`src/common/idw_pkg.sv`:
```
// Summary of operation
// Word 47 low byte gives sectors per interrupt, never above 16.
// Word 49 bit 11 always one: flow-control signal supported.
// Word 49 bit 10 always one: flow control can be switched by feature command.
// Word 53 bits 0 to 2 one, bits 15 to 3 zero.
// Fast PIO or DMA modes need word 53 bit 1 and valid words 64-70.
// Word 63 bits 2 to 0 one: multiword DMA modes 0-2.
// Word 64 bits 1 and 0 one: PIO modes 3 and 4.
// Words 65 to 68 each report 120 ns cycle time.
// Host keeps at most 32 queued tags, unique, not above word 75.
// Word 76 not 0000h/FFFFh means words 77-79 valid; else ignore 76-79.
// Word 76 bits 3..1 mirror speed flags; bit 0 reads zero.
// Word 76 bits 15..8 mirror feature flags; bits 7..4 reserved zero.
// Word 77 zero if unsupported; bits 7..4 mirror flags, rest zero.
// Word 78 bits 11..1 mirror supported flags; 15..12 and 0 zero.
// Word 79 present exactly when word 78 is present.
// Word 79 bits 11, 9, 8..1 mirror enables; 10, 15..12, 0 zero.
// Word 88 bits 5..0 one: ultra DMA modes 0 to 5.
// Word 93 always reads 0000h.
// Word 222 bits 15..12 hold 1h.
// Other fields come from configuration inputs and track sources when read.
package idw_pkg;
    localparam int WORD_W = 16;
    localparam int ADDR_W = 8;
    localparam logic [7:0] ADDR_W47 = 8'h2f;
    localparam logic [7:0] ADDR_W49 = 8'h31;
    localparam logic [7:0] ADDR_W53 = 8'h35;
    localparam logic [7:0] ADDR_W63 = 8'h3f;
    localparam logic [7:0] ADDR_W64 = 8'h40;
    localparam logic [7:0] ADDR_W65 = 8'h41;
    localparam logic [7:0] ADDR_W66 = 8'h42;
    localparam logic [7:0] ADDR_W67 = 8'h43;
    localparam logic [7:0] ADDR_W68 = 8'h44;
    localparam logic [7:0] ADDR_W75 = 8'h4b;
    localparam logic [7:0] ADDR_W76 = 8'h4c;
    localparam logic [7:0] ADDR_W77 = 8'h4d;
    localparam logic [7:0] ADDR_W78 = 8'h4e;
    localparam logic [7:0] ADDR_W79 = 8'h4f;
    localparam logic [7:0] ADDR_W88 = 8'h58;
    localparam logic [7:0] ADDR_W93 = 8'h5d;
    localparam logic [7:0] ADDR_W222 = 8'hde;
    localparam logic [7:0] MAX_MULT_SECTORS = 8'h10;
    localparam logic [15:0] W49_FLOW_BITS = 16'h0c00;
    localparam logic [15:0] W53_VALID = 16'h0007;
    localparam logic [15:0] W63_MDMA = 16'h0007;
    localparam logic [15:0] W64_PIO = 16'h0003;
    localparam logic [15:0] W88_UDMA = 16'h003f;
    localparam logic [15:0] ZERO_WORD = 16'h0000;
    localparam logic [15:0] ONES_WORD = 16'hffff;
    localparam logic [3:0] TRANSPORT_SERIAL = 4'h1;
    localparam int CYCLE_NS = 120;
    localparam logic [15:0] CYCLE_WORD = 16'h0078;
    localparam logic [15:0] W76_MIRROR = 16'hff0e;
    localparam logic [15:0] W77_MIRROR = 16'h00f0;
    localparam logic [15:0] W78_MIRROR = 16'h0ffe;
    localparam logic [15:0] W79_MIRROR = 16'h0bfe;
    localparam int QUEUE_MAX = 32;
endpackage : idw_pkg

```
`src/idw_identify_words.sv`:
```
module idw_identify_words
    import idw_pkg::*;
#(
    parameter int SECT_LIMIT = int'(MAX_MULT_SECTORS)
)
(
    input wire logic sys_clk,
    input wire logic rst_b,
    input wire logic rdEn,
    input wire logic [idw_pkg::ADDR_W-1:0] rdAddr,
    input wire logic [7:0] multSectorCfg,
    input wire logic [7:0] w47HighCfg,
    input wire logic [15:0] w49Cfg,
    input wire logic [15:0] w63Cfg,
    input wire logic [15:0] w64Cfg,
    input wire logic [15:0] w75Cfg,
    input wire logic [15:0] w88Cfg,
    input wire logic [15:0] w76Flags,
    input wire logic w77Present,
    input wire logic [15:0] w77Flags,
    input wire logic w78Present,
    input wire logic [15:0] w78Flags,
    input wire logic [15:0] w79Flags,
    input wire logic [11:0] w222LowCfg,
    output logic [idw_pkg::WORD_W-1:0] rdData,
    output logic rdValid,
    output logic mappedHit_r
);
    // --------------------------------------------------------------
    // Word builder
    // --------------------------------------------------------------
    logic [15:0] wordNxt;
    logic hitNxt;
    logic [7:0] sectClamp;
    logic [15:0] w76Word;

    function automatic logic [15:0] mirror(input logic [15:0] src, input logic [15:0] mask);
        return src & mask;
    endfunction : mirror

    localparam logic [7:0] SECT_CAP = 8'(SECT_LIMIT);

    // Anything above the cap would break the advertised interrupt limit
    if (SECT_LIMIT < 1 || SECT_LIMIT > int'(MAX_MULT_SECTORS)) begin : gSectCheck
        $error("sector limit parameter out of range");
    end

    // Clamped so a bad strap never advertises more than allowed
    assign sectClamp = (multSectorCfg > SECT_CAP) ? SECT_CAP : multSectorCfg;
    assign w76Word = mirror(w76Flags, W76_MIRROR); // see R11

    always_comb begin
        wordNxt = ZERO_WORD;
        hitNxt = 1'b1;
        case (rdAddr)
            ADDR_W47: wordNxt = {w47HighCfg, sectClamp}; // see R01
            ADDR_W49: wordNxt = (w49Cfg & ~W49_FLOW_BITS) | W49_FLOW_BITS; // see R02
            ADDR_W53: wordNxt = W53_VALID; // see R04
            ADDR_W63: wordNxt = w63Cfg | W63_MDMA;
            ADDR_W64: wordNxt = w64Cfg | W64_PIO; // see R07
            ADDR_W65: wordNxt = CYCLE_WORD;
            ADDR_W66: wordNxt = CYCLE_WORD;
            ADDR_W67: wordNxt = CYCLE_WORD;
            ADDR_W68: wordNxt = CYCLE_WORD;
            ADDR_W75: wordNxt = w75Cfg;
            ADDR_W76: wordNxt = w76Word;
            ADDR_W77: wordNxt = w77Present ? mirror(w77Flags, W77_MIRROR) : ZERO_WORD;
            ADDR_W78: wordNxt = w78Present ? mirror(w78Flags, W78_MIRROR) : ZERO_WORD;
            // Word 79 follows word 78 presence
            ADDR_W79: wordNxt = w78Present ? mirror(w79Flags, W79_MIRROR) : ZERO_WORD; // see R15
            ADDR_W88: wordNxt = w88Cfg | W88_UDMA;
            ADDR_W93: wordNxt = ZERO_WORD;
            ADDR_W222: wordNxt = {TRANSPORT_SERIAL, w222LowCfg};
            default: hitNxt = 1'b0;
        endcase
    end

    // --------------------------------------------------------------
    // Output registers
    // --------------------------------------------------------------
    idw_word_reg #(.WIDTH(WORD_W)) uWord (
        .sys_clk(sys_clk),
        .rst_b(rst_b),
        .loadEn(rdEn),
        .dataIn(wordNxt),
        .dataOut(rdData)
    );

    always_ff @(posedge sys_clk or negedge rst_b) begin
        if (!rst_b) begin
            rdValid <= 1'b0;
        end else begin
            rdValid <= rdEn;
        end
    end

    always_ff @(posedge sys_clk or negedge rst_b) begin
        if (!rst_b) begin
            mappedHit_r <= 1'b0;
        end else if (rdEn) begin
            mappedHit_r <= hitNxt;
        end
    end

    // --------------------------------------------------------------
    // Protocol checks
    // --------------------------------------------------------------
    // Map decode kept apart from the case so checks do not copy it
    function automatic logic isMapped(input logic [7:0] addr);
        case (addr)
            ADDR_W47, ADDR_W49, ADDR_W53, ADDR_W63, ADDR_W64: return 1'b1;
            ADDR_W65, ADDR_W66, ADDR_W67, ADDR_W68, ADDR_W75: return 1'b1;
            ADDR_W76, ADDR_W77, ADDR_W78, ADDR_W79, ADDR_W88: return 1'b1;
            ADDR_W93, ADDR_W222: return 1'b1;
            default: return 1'b0;
        endcase
    endfunction : isMapped

    // One check per cycle-time word
    localparam int N_CYCLE_WORDS = int'(ADDR_W68 - ADDR_W65) + 1;
    for (genvar k = 0; k < N_CYCLE_WORDS; k++) begin : gCycle

    end
endmodule : idw_identify_words

```
`src/idw_word_reg.sv`:
```
// Registered word stage; read data comes from a flip-flop.
module idw_word_reg #(
    parameter int WIDTH = 16
) (
    input wire logic sys_clk,
    input wire logic rst_b,
    input wire logic loadEn,
    input wire logic [WIDTH-1:0] dataIn,
    output logic [WIDTH-1:0] dataOut
);
    always_ff @(posedge sys_clk or negedge rst_b) begin
        if (!rst_b) begin
            dataOut <= '0;
        end else if (loadEn) begin
            dataOut <= dataIn;
        end
    end
endmodule : idw_word_reg

```
`config.mk`:
```
export PLATFORM = sky130hd
export DESIGN_NAME = idw_identify_words
export DESIGN_NICKNAME = d
export VERILOG_FILES = /design/src/common/idw_pkg.sv /design/src/idw_identify_words.sv /design/src/idw_word_reg.sv
export SDC_FILE = /design/constraint.sdc
export NUM_CORES = 1
export LEC_CHECK = 0
export BUFFER_PORTS_ARGS = -buffer_cell sky130_fd_sc_hd__buf_2
export CAP_MARGIN = 15
export CELL_PAD_IN_SITES_DETAIL_PLACEMENT = 0
export CELL_PAD_IN_SITES_GLOBAL_PLACEMENT = 1
export CORE_MARGIN = 4
export CORE_UTILIZATION = 23
export DETAILED_ROUTE_END_ITERATION = 6
export PLACE_DENSITY = 0.91
export SYNTH_ARGS = -nofsm -noshare
export SYNTH_HDL_FRONTEND = slang
export SYNTH_SLANG_ARGS = --single-unit
```
`constraint.sdc`:
```
create_clock -name sys_clk -period 1.9 [get_ports sys_clk]
set_input_delay 0.38 -clock sys_clk [delete_from_list [all_inputs] [get_ports sys_clk]]
set_output_delay 0.38 -clock sys_clk [all_outputs]
set_load 0.01 [all_outputs]
```
* After elaboration in Yosys (flattened, before gate mapping) *
Index checks and enable logic that the tools add are counted.

operators by class
  add/sub/neg operators = 0
  $mul = 0
  divide/modulo/power cells = 0
  magnitude comparators = 1
  equality and inequality tests = 17
  shift-type cells = 0
  muxes and demuxes = 6
  bitwise gates (word level) = 0
  reductions and logical operators = 2

operator list
  cell                count
  $pmux 16 s13        1
  $eq 8x7->1 const B  12
  $eq 8x6->1 const B  4
  $mux 12             2
  $reduce_or 17->1    1
  $mux 8              2
  $eq 8x8->1 const B  1
  $gt 8x5->1 const B  1
  $reduce_or 4->1     1
  $mux 1              1

word-level totals
  bits in registers = 18
  latch bits = 0
  bits in writable memories = 0
  ROM bits = 0
  output and inout bits = 18
  word-level logic and storage cells = 29
  memories kept = 0

* Logic depth before layout (Yosys ltp) *
Gate-level depths: netlist of run 1.

  word-level depth = 3
  depth in mapped cells = 7
  gate-level depth less buffers = 5

* Modules after synthesis *
From an unflattened synthesis of run 1, not the netlist that was laid out.

second synthesis, totals
  cells, all modules = 199
  area total of the unflattened synthesis = 1,868.0 um2

modules (own cells, without submodules)
  module              times used  cells an instance  area an instance (um2)  seq. area each (um2)
  idw_identify_words  1           165                1,218.7                 50.0
  idw_word_reg        1           34                 649.4                   400.4

* Least setup slack after synthesis of run 1 *
No wires, ideal clock.

  path type = input-to-reg
  start point = input rdAddr[5] (netlist bit)
  end point = register uWord.dataOut[11]
  library setup time = 82 ps
  arrival time = 1,886 ps
  required time = 1,818 ps
  setup slack = -67 ps
  cell stages on the path = 7
  buffers on the path = 2
  path through = or4b_1 buf_2 or3_1 clkbuf_1 o22ai_1 a21oi_1 a31oi_1

between the ends
  cells in the longest elaborated chain, start to end = 3
  elaborated cells between the ends (all ways) = 18
  classes of those cells = 16 x eq/ne; 1 x mux; 1 x reduce/logical

ends and longest elaborated chain
  element                    line                      source
  start: declaration         idw_identify_words.sv:10  input wire logic [idw_pkg::ADDR_W-1:0] rdAddr,
  $eq 8x7->1                 idw_identify_words.sv:55  case (rdAddr)
  $reduce_or 4->1 (no line)  n/a
  $pmux 16 s13 *             idw_identify_words.sv:55
  end signal: assignment     idw_word_reg.sv:15        dataOut <= dataIn;
  end: declaration           idw_word_reg.sv:9         output logic [WIDTH-1:0] dataOut

Mark *: on every way between the ends. The rest lies on a longest branch, timed or not.
A chain may end at the register's enable or synchronous reset.

* Worst setup path after layout of run 1 *
  start point = input rdAddr[5] (netlist bit)
  end point = register uWord.dataOut[7]

Same word-level chain as after synthesis.

==> impl_metrics.csv, run 1 <==
group,metric,value,unit
outcome,outcome,"complete, no violations",
clock_tree,path_clk_slew,0.07,ns
yosys,synthArstFlopShare,1.00,
critical_path,worstSetupPathType,"primary input to register",
detailed_routing,dr.pass1.iters,4,
die,die_h,95.9,um
detailed_routing,vias_per_cell,5.08,
critical_path,rr_worst_depth,2,
timing,fmax,559,MHz
critical_path,endpoint_kind,"register",
placement,place_congestion,0.872,
die,die_area,0.00919,mm2
die,rows,31,
timing,tightestPinTransition,0.436,ns
final_layout,fin_nets,614,
timing,period_share,0.942,
final_layout,fin_area,0.00308,mm2
timing,finalMaxSlewViolations,0,
global_route,grtUsageTotal,0.189,
detailed_routing,wl_per_cell,17.2,um
critical_path,worstSetupStartpointType,"primary input",
clock_tree,clock-sinks,18,
timing,fin_crit,1.79,ns
final_layout,n_antenna_cell,0,
yosys,syn-instance-count,232,
critical_path,slowest_stage,"or4b_4",
clock_tree,htreeDepth,1,
die,io_pins,203,
clock_tree,cts_tree,"built",
global_route,gr-total-overflow,0,
critical_path,path_cells,"buf_2 -> or4b_4 -> buf_4 -> nor4_2 -> buf_4 -> a22oi_1 -> a31oi_1",
detailed_routing,vias,2672,
clock_tree,cts-root-buf,"clkbuf_8",
timing,hold_viol,0,
clock_tree,cts_setup_buffers,0,
critical_path,crit_arrival,1.97,ns
yosys,ys.flop_type,"dfrtp_1",
final_layout,n_fill_cell,824,
critical_path,slowest_delay,0.53,ns
global_route,antenna_found_initial,0,
yosys,syn_area_per_cell,7.66,um2
final_layout,fin_util,0.419,
detailed_routing,drtAntennaViolNets,0,
clock_tree,cts-resized-gates,0,
detailed_routing,drc_errors,0,
power,leakagePower,1.49,nW
placement,dp_hpwl,7750,um
yosys,synth_nets,417,
timing,skew,0,ns
global_route,grt_first_pass_wirelength,13400,um
power,finalPower,0.00112,W
power,power.density,364,mW/mm2
critical_path,crit_required,2.08,ns
placement,io_buffers,161,
clock_tree,clkLatencyLatePin,0.25,ns
yosys,synth_cell_types,45,
die,core,0.00737,mm2
detailed_routing,routed_wl,9070,um
critical_path,critPathMaxFanout,7,
yosys,synth_enable_flop_cells,0,
final_layout,area_delta_synth_final,73.6,%
clock_tree,cts_inserted_buffers,3,
timing,timing.hold.ws,0.0630,ns
run,drv_cap,0,
critical_path,crit_top_cell,"buf_4",
detailed_routing,drtIter0Drc,101,
die,die_w,95.9,um
yosys,yosysWarnings,0,
global_route,grt_pass1_vias,2688,
global_route,grt_max_degree,24,
final_layout,post_route_cells_drive_above_1_share,0.518,
min_path,hold_class,"primary input to asynchronous set/reset pin",
timing,grt_setup_unrepaired,"no",
timing,slew_headroom,0.707,
yosys,synth_seq_area_share,0.254,
timing,setup_viol,0,
clock_tree,hold_buffers,0,
clock_tree,cts_buffer_depth,2,
placement,dpl_cell_area,0.00304,mm2
timing,finalSetupTns,0,ns
yosys,ys_ff_latch,18,
power,vdd_drop_max,167,uV
yosys,synth_area,0.00178,mm2
die,start_util,0.241,
==> metal layers <==
layer	track usage	vias to the layer above	wire length [um]
met5	0	-	0
met4	0.0296	0	57
met3	0.0164	4	552
met2	0.346	89	4610
met1	0.243	1253	3840
li1	-	1326	-
==> stage by stage <==
step                      worst slack [ns]  std cells
after global routing               0.00531        526
after CTS                           0.0923        526
final                                0.110        526
after floorplan                     0.0208        232
after global placement              -0.142        523
after detailed placement            -0.175        523
==> cells by family (layout without fill, tap and decap cells) <==
group | count (synthesis) | count (layout) | share of synthesized area
and+or+nand+nor | 89 | 89 | 0.256
xor gates and xnor gates | 1 | 1 | 0.00493
muxes | 13 | 13 | 0.0746
DFF | 18 | 18 | 0.254
buffers and inverters | 21 | 216 | 0.0465
AOI/OAI and AO/OA | 90 | 90 | 0.364
==> flip-flops by register name (all words and copies together), names as in the netlist <==
| name | cells |
|---|---|
| rdValid | 1 |
| uWord.dataOut | 16 |
| mappedHit_r | 1 |
==> worst max-delay path: cells and delay by family <==
family / cells / cell delay, ns
and+or+nand+nor: 2 / 0.86
buffers and inverters: 3 / 0.51
AOI/OAI and AO/OA: 2 / 0.22
==> report_power, final <==
group / internal [W] / total [W] / switching [W]
registers: 0.000412 / 0.000426 / 0.0000139
logic: 0.000223 / 0.000424 / 0.000201
clock network: 0.000141 / 0.000272 / 0.000131
==> area by class of cell <==
type / instances / area [um2] / area share
repair buffers: 210 / 1200 / 0.389
flip-flops and latches: 18 / 450 / 0.146
inverters: 3 / 11.3 / 0.00365
clock buffers: 3 / 41.3 / 0.0134
multi-input cells: 193 / 1260 / 0.408
well taps: 99 / 124 / 0.0402
==> synthesized netlist by cell type, types with 4 or more instances <==
cell type,number,area share
nor2_1,29,0.061
nor3_1,7,0.020
a41oi_1,4,0.020
a32oi_1,6,0.030
and3_1,4,0.014
dfrtp_1,18,0.25
o22ai_1,6,0.021
clkbuf_1,14,0.030
a221oi_1,13,0.064
a22oi_1,12,0.051
mux2i_1,11,0.062
nand3_1,5,0.014
o21ai_0,9,0.025
a21oi_1,14,0.039
nor4_1,4,0.014
nand2_1,20,0.042
a31oi_1,10,0.035
a22o_1,5,0.025
==> cells in the final DEF (no fill, tap or decap), drive strengths merged, types with 2 or more instances in the layout <==
| master | synthesis | final |
|---|---|---|
| and4 | 2 | 2 |
| buf | 4 | 210 |
| a22oi | 12 | 12 |
| and2 | 3 | 3 |
| nand4 | 2 | 2 |
| a211oi | 3 | 3 |
| nor4b | 3 | 3 |
| a31oi | 10 | 10 |
| nor4 | 4 | 4 |
| or3 | 2 | 2 |
| nor3 | 7 | 7 |
| clkbuf | 14 | 3 |
| a221oi | 13 | 13 |
| nand3 | 5 | 5 |
| inv | 3 | 3 |
| nor2 | 29 | 29 |
| dfrtp | 18 | 18 |
| a32oi | 6 | 6 |
| a21oi | 14 | 14 |
| mux2i | 11 | 11 |
| and3 | 4 | 4 |
| nand2 | 20 | 20 |
| a41oi | 4 | 4 |
| a222oi | 3 | 3 |
| a22o | 5 | 5 |
| o22ai | 6 | 6 |
| o21ai | 9 | 9 |
| mux2 | 2 | 2 |
==> worst paths after layout <==
| kind | startpoint | endpoint | slack, ns |
|---|---|---|---|
| worst max register to register | uWord.dataOut[3] | uWord.dataOut[3] | 1.23 |
| worst min register to register | uWord.dataOut[4] | uWord.dataOut[4] | 0.53 |
| worst max-delay path | rdAddr[5] | uWord.dataOut[7] | 0.11 |
| min in group sys_clk | multSectorCfg[2] | uWord.dataOut[2] | 0.38 |
| max in group asynchronous | rst_b | uWord.dataOut[6] | 1.53 |
| worst min-delay path | rst_b | uWord.dataOut[14] | 0.06 |
Power figures use the tool's default switching activity.
==> run 2, diff against run 1 <==
--- a/config.mk
+++ b/config.mk
@@ -13,6 +13,7 @@
 export CORE_UTILIZATION = 23
 export DETAILED_ROUTE_END_ITERATION = 6
 export PLACE_DENSITY = 0.91
+export REMOVE_ABC_BUFFERS = 1
 export SYNTH_ARGS = -nofsm -noshare
 export SYNTH_HDL_FRONTEND = slang
 export SYNTH_SLANG_ARGS = --single-unit
==> run 2 against run 1 <==
Effect of this change: hold slack got worse by 0.015 ns; non-clock buffer count increased by 8; clock-buffer cell count increased by 1; critical endpoint is now uWord.dataOut[10]; clock skew unchanged; flip-flop and latch count unchanged; die area unchanged; design area increased by 3.7%; sequential share of layout area decreased by 0.51 points; combinational power increased by 4%; critical path depth unchanged; via count increased by 4.3%; largest cell class unchanged.
==> impl_metrics.csv, run 2 (synthesis gave the netlist of run 1 again) <==
group,metric,value,unit
die,rows,31,
detailed_routing,dr.pass1.iters,5,
critical_path,reg2reg_slack,1.21,ns
power,leakagePower,1.55,nW
clock_tree,path_clk_slew,0.07,ns
placement,io_buffers,161,
global_route,grt_pass1_vias,2798,
detailed_routing,routed_wl,9650,um
min_path,hold_class,"primary input to asynchronous set/reset pin",
clock_tree,cts-root-buf,"clkbuf_8",
global_route,grt_util_met3,0.0469,
die,die_area,0.00919,mm2
timing,grt_setup_unrepaired,"no",
global_route,gr-usage-met2,0.358,
global_route,grtUsageTotal,0.204,
timing,period_share,0.980,
timing,slew_headroom,0.706,
final_layout,largest_reg_flops,16,
timing,hold_viol,0,
timing,tightestPinTransition,0.430,ns
critical_path,worstSetupPathType,"primary input to register",
final_layout,n_antenna_cell,0,
placement,dp_hpwl,8220,um
clock_tree,cts_tree,"built",
clock_tree,cts_buffer_depth,2,
global_route,grt-busiest-layer,"met2",
power,power.density,371,mW/mm2
detailed_routing,vias,2786,
global_route,met1_usage,0.264,
global_route,grt_max_degree,24,
timing,setup_viol,0,
placement,placed_cells,530,
timing,finalSetupTns,0,ns
placement,dpl_cell_area,0.00309,mm2
die,start_util,0.241,
detailed_routing,drtIter0Drc,121,
critical_path,worstSetupStartpointType,"primary input",
outcome,outcome,"complete, no violations",
final_layout,n_fill_cell,803,
critical_path,crit_required,2.08,ns
die,io_pins,203,
final_layout,post_route_cells_drive_above_1_share,0.534,
global_route,gr-total-overflow,0,
power,vdd_drop_max,245,uV
detailed_routing,wl_per_cell,18.0,um
final_layout,final_common_cell,"buf_2",
die,die_w,95.9,um
detailed_routing,drc_errors,0,
final_layout,fin_nets,622,
clock_tree,clock-sinks,18,
detailed_routing,vias_per_cell,5.21,
critical_path,crit_arrival,2.04,ns
critical_path,critPathMaxFanout,7,
clock_tree,htreeDepth,1,
clock_tree,cts_inserted_buffers,3,
run,drv_cap,0,
placement,place_congestion,0.873,
timing,finalMaxSlewViolations,0,
final_layout,top_register,"uWord.dataOut",
critical_path,endpoint_kind,"register",
final_layout,final_cells,535,
global_route,grt_first_pass_wirelength,14400,um
timing,fmax,537,MHz
final_layout,top_regs,"uWord.dataOut (16), mappedHit_r (1), rdValid (1)",
timing,timing.hold.ws,0.0477,ns
detailed_routing,drtAntennaViolNets,0,
clock_tree,clkLatencyLatePin,0.25,ns
final_layout,layout_common_cells,"buf_2 (161), buf_4 (54), nor2_1 (29), nand2_1 (20), dfrtp_1 (18)",
die,die_h,95.9,um
final_layout,area_delta_synth_final,79.9,%
die,core,0.00737,mm2
final_layout,fin_area,0.00320,mm2
global_route,antenna_found_initial,1,
timing,skew,0,ns
timing,fin_crit,1.86,ns
[run 2: changes by cell type in the layout (fill, tap and decap cells not counted), sizes merged]
cell	before	now
buf	210	218
clkbuf	3	4
[run 2: final timing paths]
path                             startpoint           endpoint  cells past startpoint
max in group asynchronous             rst_b        mappedHit_r                      1
min reg2reg                uWord.dataOut[6]   uWord.dataOut[6]                      2
max reg2reg                uWord.dataOut[3]   uWord.dataOut[3]                      2
min                                   rst_b            rdValid                      1
max                               rdAddr[5]  uWord.dataOut[10]                      7
min in group sys_clk          w47HighCfg[3]  uWord.dataOut[11]                      3
[run 2: layout make-up]
cell class              count  area [um2]  share of cell area
repair buffers            218        1270               0.398
inverters                   3        11.3             0.00352
flip-flops and latches     18         450               0.141
clock buffers               4        55.1              0.0172
well taps                  99         124              0.0387
multi-input cells         193        1280               0.402
[run 2: worst max-delay path: stages]
cell	delay, ns
buf_2	0.10
or4b_1	0.56
buf_4	0.19
nor4_1	0.43
buf_4	0.19
a221oi_1	0.04
a21oi_1	0.15
[run 2: stage by stage]
stage | total power [W] | util | setup WS (ns)
2_1_floorplan | 0.000556 | - | -0.0286
3_3_place_gp | 0.000865 | 0.419 | -0.290
3_5_place_dp | 0.000874 | 0.419 | -0.256
4_1_cts | 0.00120 | 0.426 | 0.0157
5_1_grt | 0.00126 | 0.434 | 0.00647
6_report | 0.00119 | 0.434 | 0.0382
[run 2: per-layer routing]
| layer | routed length (um) | up-vias | share of wire |
|---|---|---|---|
| met5 | 13 | - | 0.0013 |
| li1 | - | 1341 | - |
| met1 | 4110 | 1301 | 0.43 |
| met2 | 4580 | 138 | 0.47 |
| met3 | 926 | 4 | 0.096 |
| met4 | 16 | 2 | 0.0017 |
[run 2: where the power goes]
group          internal (W)  switching [W]  total, W
clock network      0.000184       0.000132  0.000316
registers          0.000412      0.0000156  0.000427
logic              0.000231       0.000212  0.000443
total              0.000827       0.000359   0.00119
[run 2: what timing repair did]
item                       CTS  global route
hold buffers                 0             0
setup endpoints to repair    0            13
gates resized for setup      0             6
buffers inserted             0             1
==> run 3, diff against run 2 <==
--- a/config.mk
+++ b/config.mk
@@ -10,9 +10,9 @@
 export CELL_PAD_IN_SITES_DETAIL_PLACEMENT = 0
 export CELL_PAD_IN_SITES_GLOBAL_PLACEMENT = 1
 export CORE_MARGIN = 4
-export CORE_UTILIZATION = 23
+export CORE_UTILIZATION = 21
 export DETAILED_ROUTE_END_ITERATION = 6
-export PLACE_DENSITY = 0.91
+export PLACE_DENSITY_LB_ADDON = 0.1
 export REMOVE_ABC_BUFFERS = 1
 export SYNTH_ARGS = -nofsm -noshare
 export SYNTH_HDL_FRONTEND = slang
==> constraint.sdc (replaced) <==
create_clock -name sys_clk -period 1.8 [get_ports sys_clk]
set_input_delay 0.36 -clock sys_clk [delete_from_list [all_inputs] [get_ports sys_clk]]
set_output_delay 0.36 -clock sys_clk [all_outputs]
set_load 0.01 [all_outputs]
==> run 3 against run 2 <==
Effect of this change: non-clock buffer count grew 7; sequential share of layout area fell by 0.59 points; hold slack got worse by 0.0085 ns; largest cell class unchanged; worst setup slack gained 0.0066 ns; sequential power grew 5.2%; largest power group unchanged; first-iteration DRC count is 19% lower; cell count increased by 2.4%; global-route usage down 1.3 points; routed wire length is 3.1% higher; via count decreased by 1.3%.
==> impl_metrics.csv, run 3 (synthesis gave the netlist of run 1 again) <==
group,metric,value,unit
final_layout,area_delta_synth_final,87.8,%
run,drv_cap,0,
global_route,grt_first_pass_wirelength,14900,um
power,swShare,0.313,
die,die_w,100,um
timing,tightestPinTransition,0.472,ns
final_layout,fin_nets,629,
clock_tree,clock-sinks,18,
global_route,grt_pass1_vias,2842,
power,leakagePower,1.62,nW
final_layout,final_cells,548,
detailed_routing,dr.pass1.iters,4,
final_layout,final_common_cell,"buf_2",
detailed_routing,wl_per_cell,18.2,um
final_layout,top_register,"uWord.dataOut",
timing,period_share,0.975,
min_path,hold_class,"primary input to asynchronous set/reset pin",
final_layout,top_regs,"uWord.dataOut (16), mappedHit_r (1), rdValid (1)",
power,clock_power_share,0.274,
detailed_routing,vias_per_cell,5.02,
clock_tree,cts_buffer_depth,2,
timing,slew_headroom,0.681,
critical_path,endpoint_kind,"register",
timing,hold_viol,0,
detailed_routing,drtIter0Drc,98,
outcome,outcome,"complete, no violations",
power,power.density,386,mW/mm2
clock_tree,htreeDepth,1,
power,p_sw,0.000403,W
timing,fin_crit,1.76,ns
final_layout,multiInputGateArea,0.00136,mm2
critical_path,crit_required,1.98,ns
clock_tree,hold_buffers,0,
placement,dp_hpwl,8300,um
timing,finalSetupTns,0,ns
clock_tree,path_clk_slew,0.08,ns
timing,grt_setup_unrepaired,"yes",
power,vdd_drop_max,203,uV
die,start_util,0.216,
detailed_routing,routed_wl,9950,um
clock_tree,clkLatencyLatePin,0.26,ns
clock_tree,cts_inserted_buffers,3,
timing,fmax,570,MHz
die,die_h,100,um
detailed_routing,drc_errors,0,
global_route,grtUsageTotal,0.191,
placement,placed_cells,542,
die,die_area,0.0100,mm2
power,p_comb_frac,0.378,
placement,place_congestion,0.891,
final_layout,largest_reg_flops,16,
critical_path,worstSetupStartpointType,"primary input",
clock_tree,cts_tree,"built",
timing,skew,0,ns
critical_path,critPathMaxFanout,6,
placement,io_buffers,161,
global_route,antenna_found_initial,0,
final_layout,n_fill_cell,895,
detailed_routing,drtAntennaViolNets,0,
final_layout,post_route_cells_drive_above_1_share,0.571,
die,io_pins,203,
final_layout,fin_util,0.406,
final_layout,layout_common_cells,"buf_2 (161), buf_4 (60), nor2_1 (29), nand2_1 (19), dfrtp_1 (18)",
power,pwr-share-seq,0.348,
timing,setup_viol,0,
die,core,0.00822,mm2
die,rows,33,
timing,finalMaxSlewViolations,0,
detailed_routing,vias,2749,
clock_tree,cts-root-buf,"clkbuf_8",
critical_path,worstSetupPathType,"primary input to register",
final_layout,n_antenna_cell,0,
power,p_int,0.000886,W
global_route,grt_max_degree,24,
critical_path,crit_arrival,1.94,ns
global_route,gr-total-overflow,0,
final_layout,seq_area,450,um2
## run 3: area by class of cell
type                            instances  area share
Multi-Input combinational cell        193       0.408
Clock buffer                            4      0.0165
Sequential cell                        18       0.135
Timing Repair Buffer                  225       0.398
Inverter                                3     0.00337
Tap cell                              105      0.0394
## run 3: repair_timing
item | in CTS | in global routing
pin swaps | 0 | 6
cloned | 0 | 0
endpoints found under the hold margin | 0 | 0
gates resized for setup | 8 | 14
setup endpoints to repair | 8 | 17
setup buffers | 0 | 2
## run 3: final timing paths
| kind | from | end | depth (start not counted) | slack [ns] |
|---|---|---|---|---|
| worst max register to register | mappedHit_r | mappedHit_r | 2 | 1.13 |
| min in group sys_clk | multSectorCfg[2] | uWord.dataOut[2] | 3 | 0.34 |
| worst min register to register | uWord.dataOut[6] | uWord.dataOut[6] | 2 | 0.53 |
| worst min-delay path | rst_b | uWord.dataOut[13] | 1 | 0.04 |
| worst max-delay path | rdAddr[4] | uWord.dataOut[11] | 6 | 0.04 |
| max in group asynchronous | rst_b | mappedHit_r | 1 | 1.44 |
## run 3: per-stage QoR
stage          hold WS [ns]  worst slack [ns]  instance area [um2]  power, W
2_1_floorplan        0.0644            -0.109                 1710  0.000587
4_1_cts              0.0556           -0.0147                 3230   0.00128
3_5_place_dp          0.339            -0.380                 3140  0.000926
5_1_grt              0.0738           -0.0146                 3340   0.00137
6_report             0.0392            0.0447                 3340   0.00129
3_3_place_gp          0.338            -0.369                 3140  0.000922
## run 3: routing by layer
layer  GRT usage  up-vias  wire (um)
met5           0        -          0
met2       0.309      127       4470
li1            -     1355          -
met1       0.276     1261       4620
met3      0.0229        6        775
met4      0.0352        0         85
## run 3: worst max-delay path, stage by stage
cell,delay (ns)
buf_2,0.12
or4b_4,0.54
or3_4,0.45
o22ai_2,0.24
a21oi_1,0.07
a31oi_1,0.16
## run 3: power groups by stage
| stage | Sequential, W | Clock [W] | Combinational (W) |
|---|---|---|---|
| after floorplan | 0.000473 | 0 | 0.000115 |
| after global placement | 0.000456 | 0 | 0.000466 |
| after detailed placement | 0.000457 | 0 | 0.000468 |
| after CTS | 0.000449 | 0.000360 | 0.000475 |
| after global routing | 0.000453 | 0.000384 | 0.000538 |
| final | 0.000449 | 0.000353 | 0.000487 |
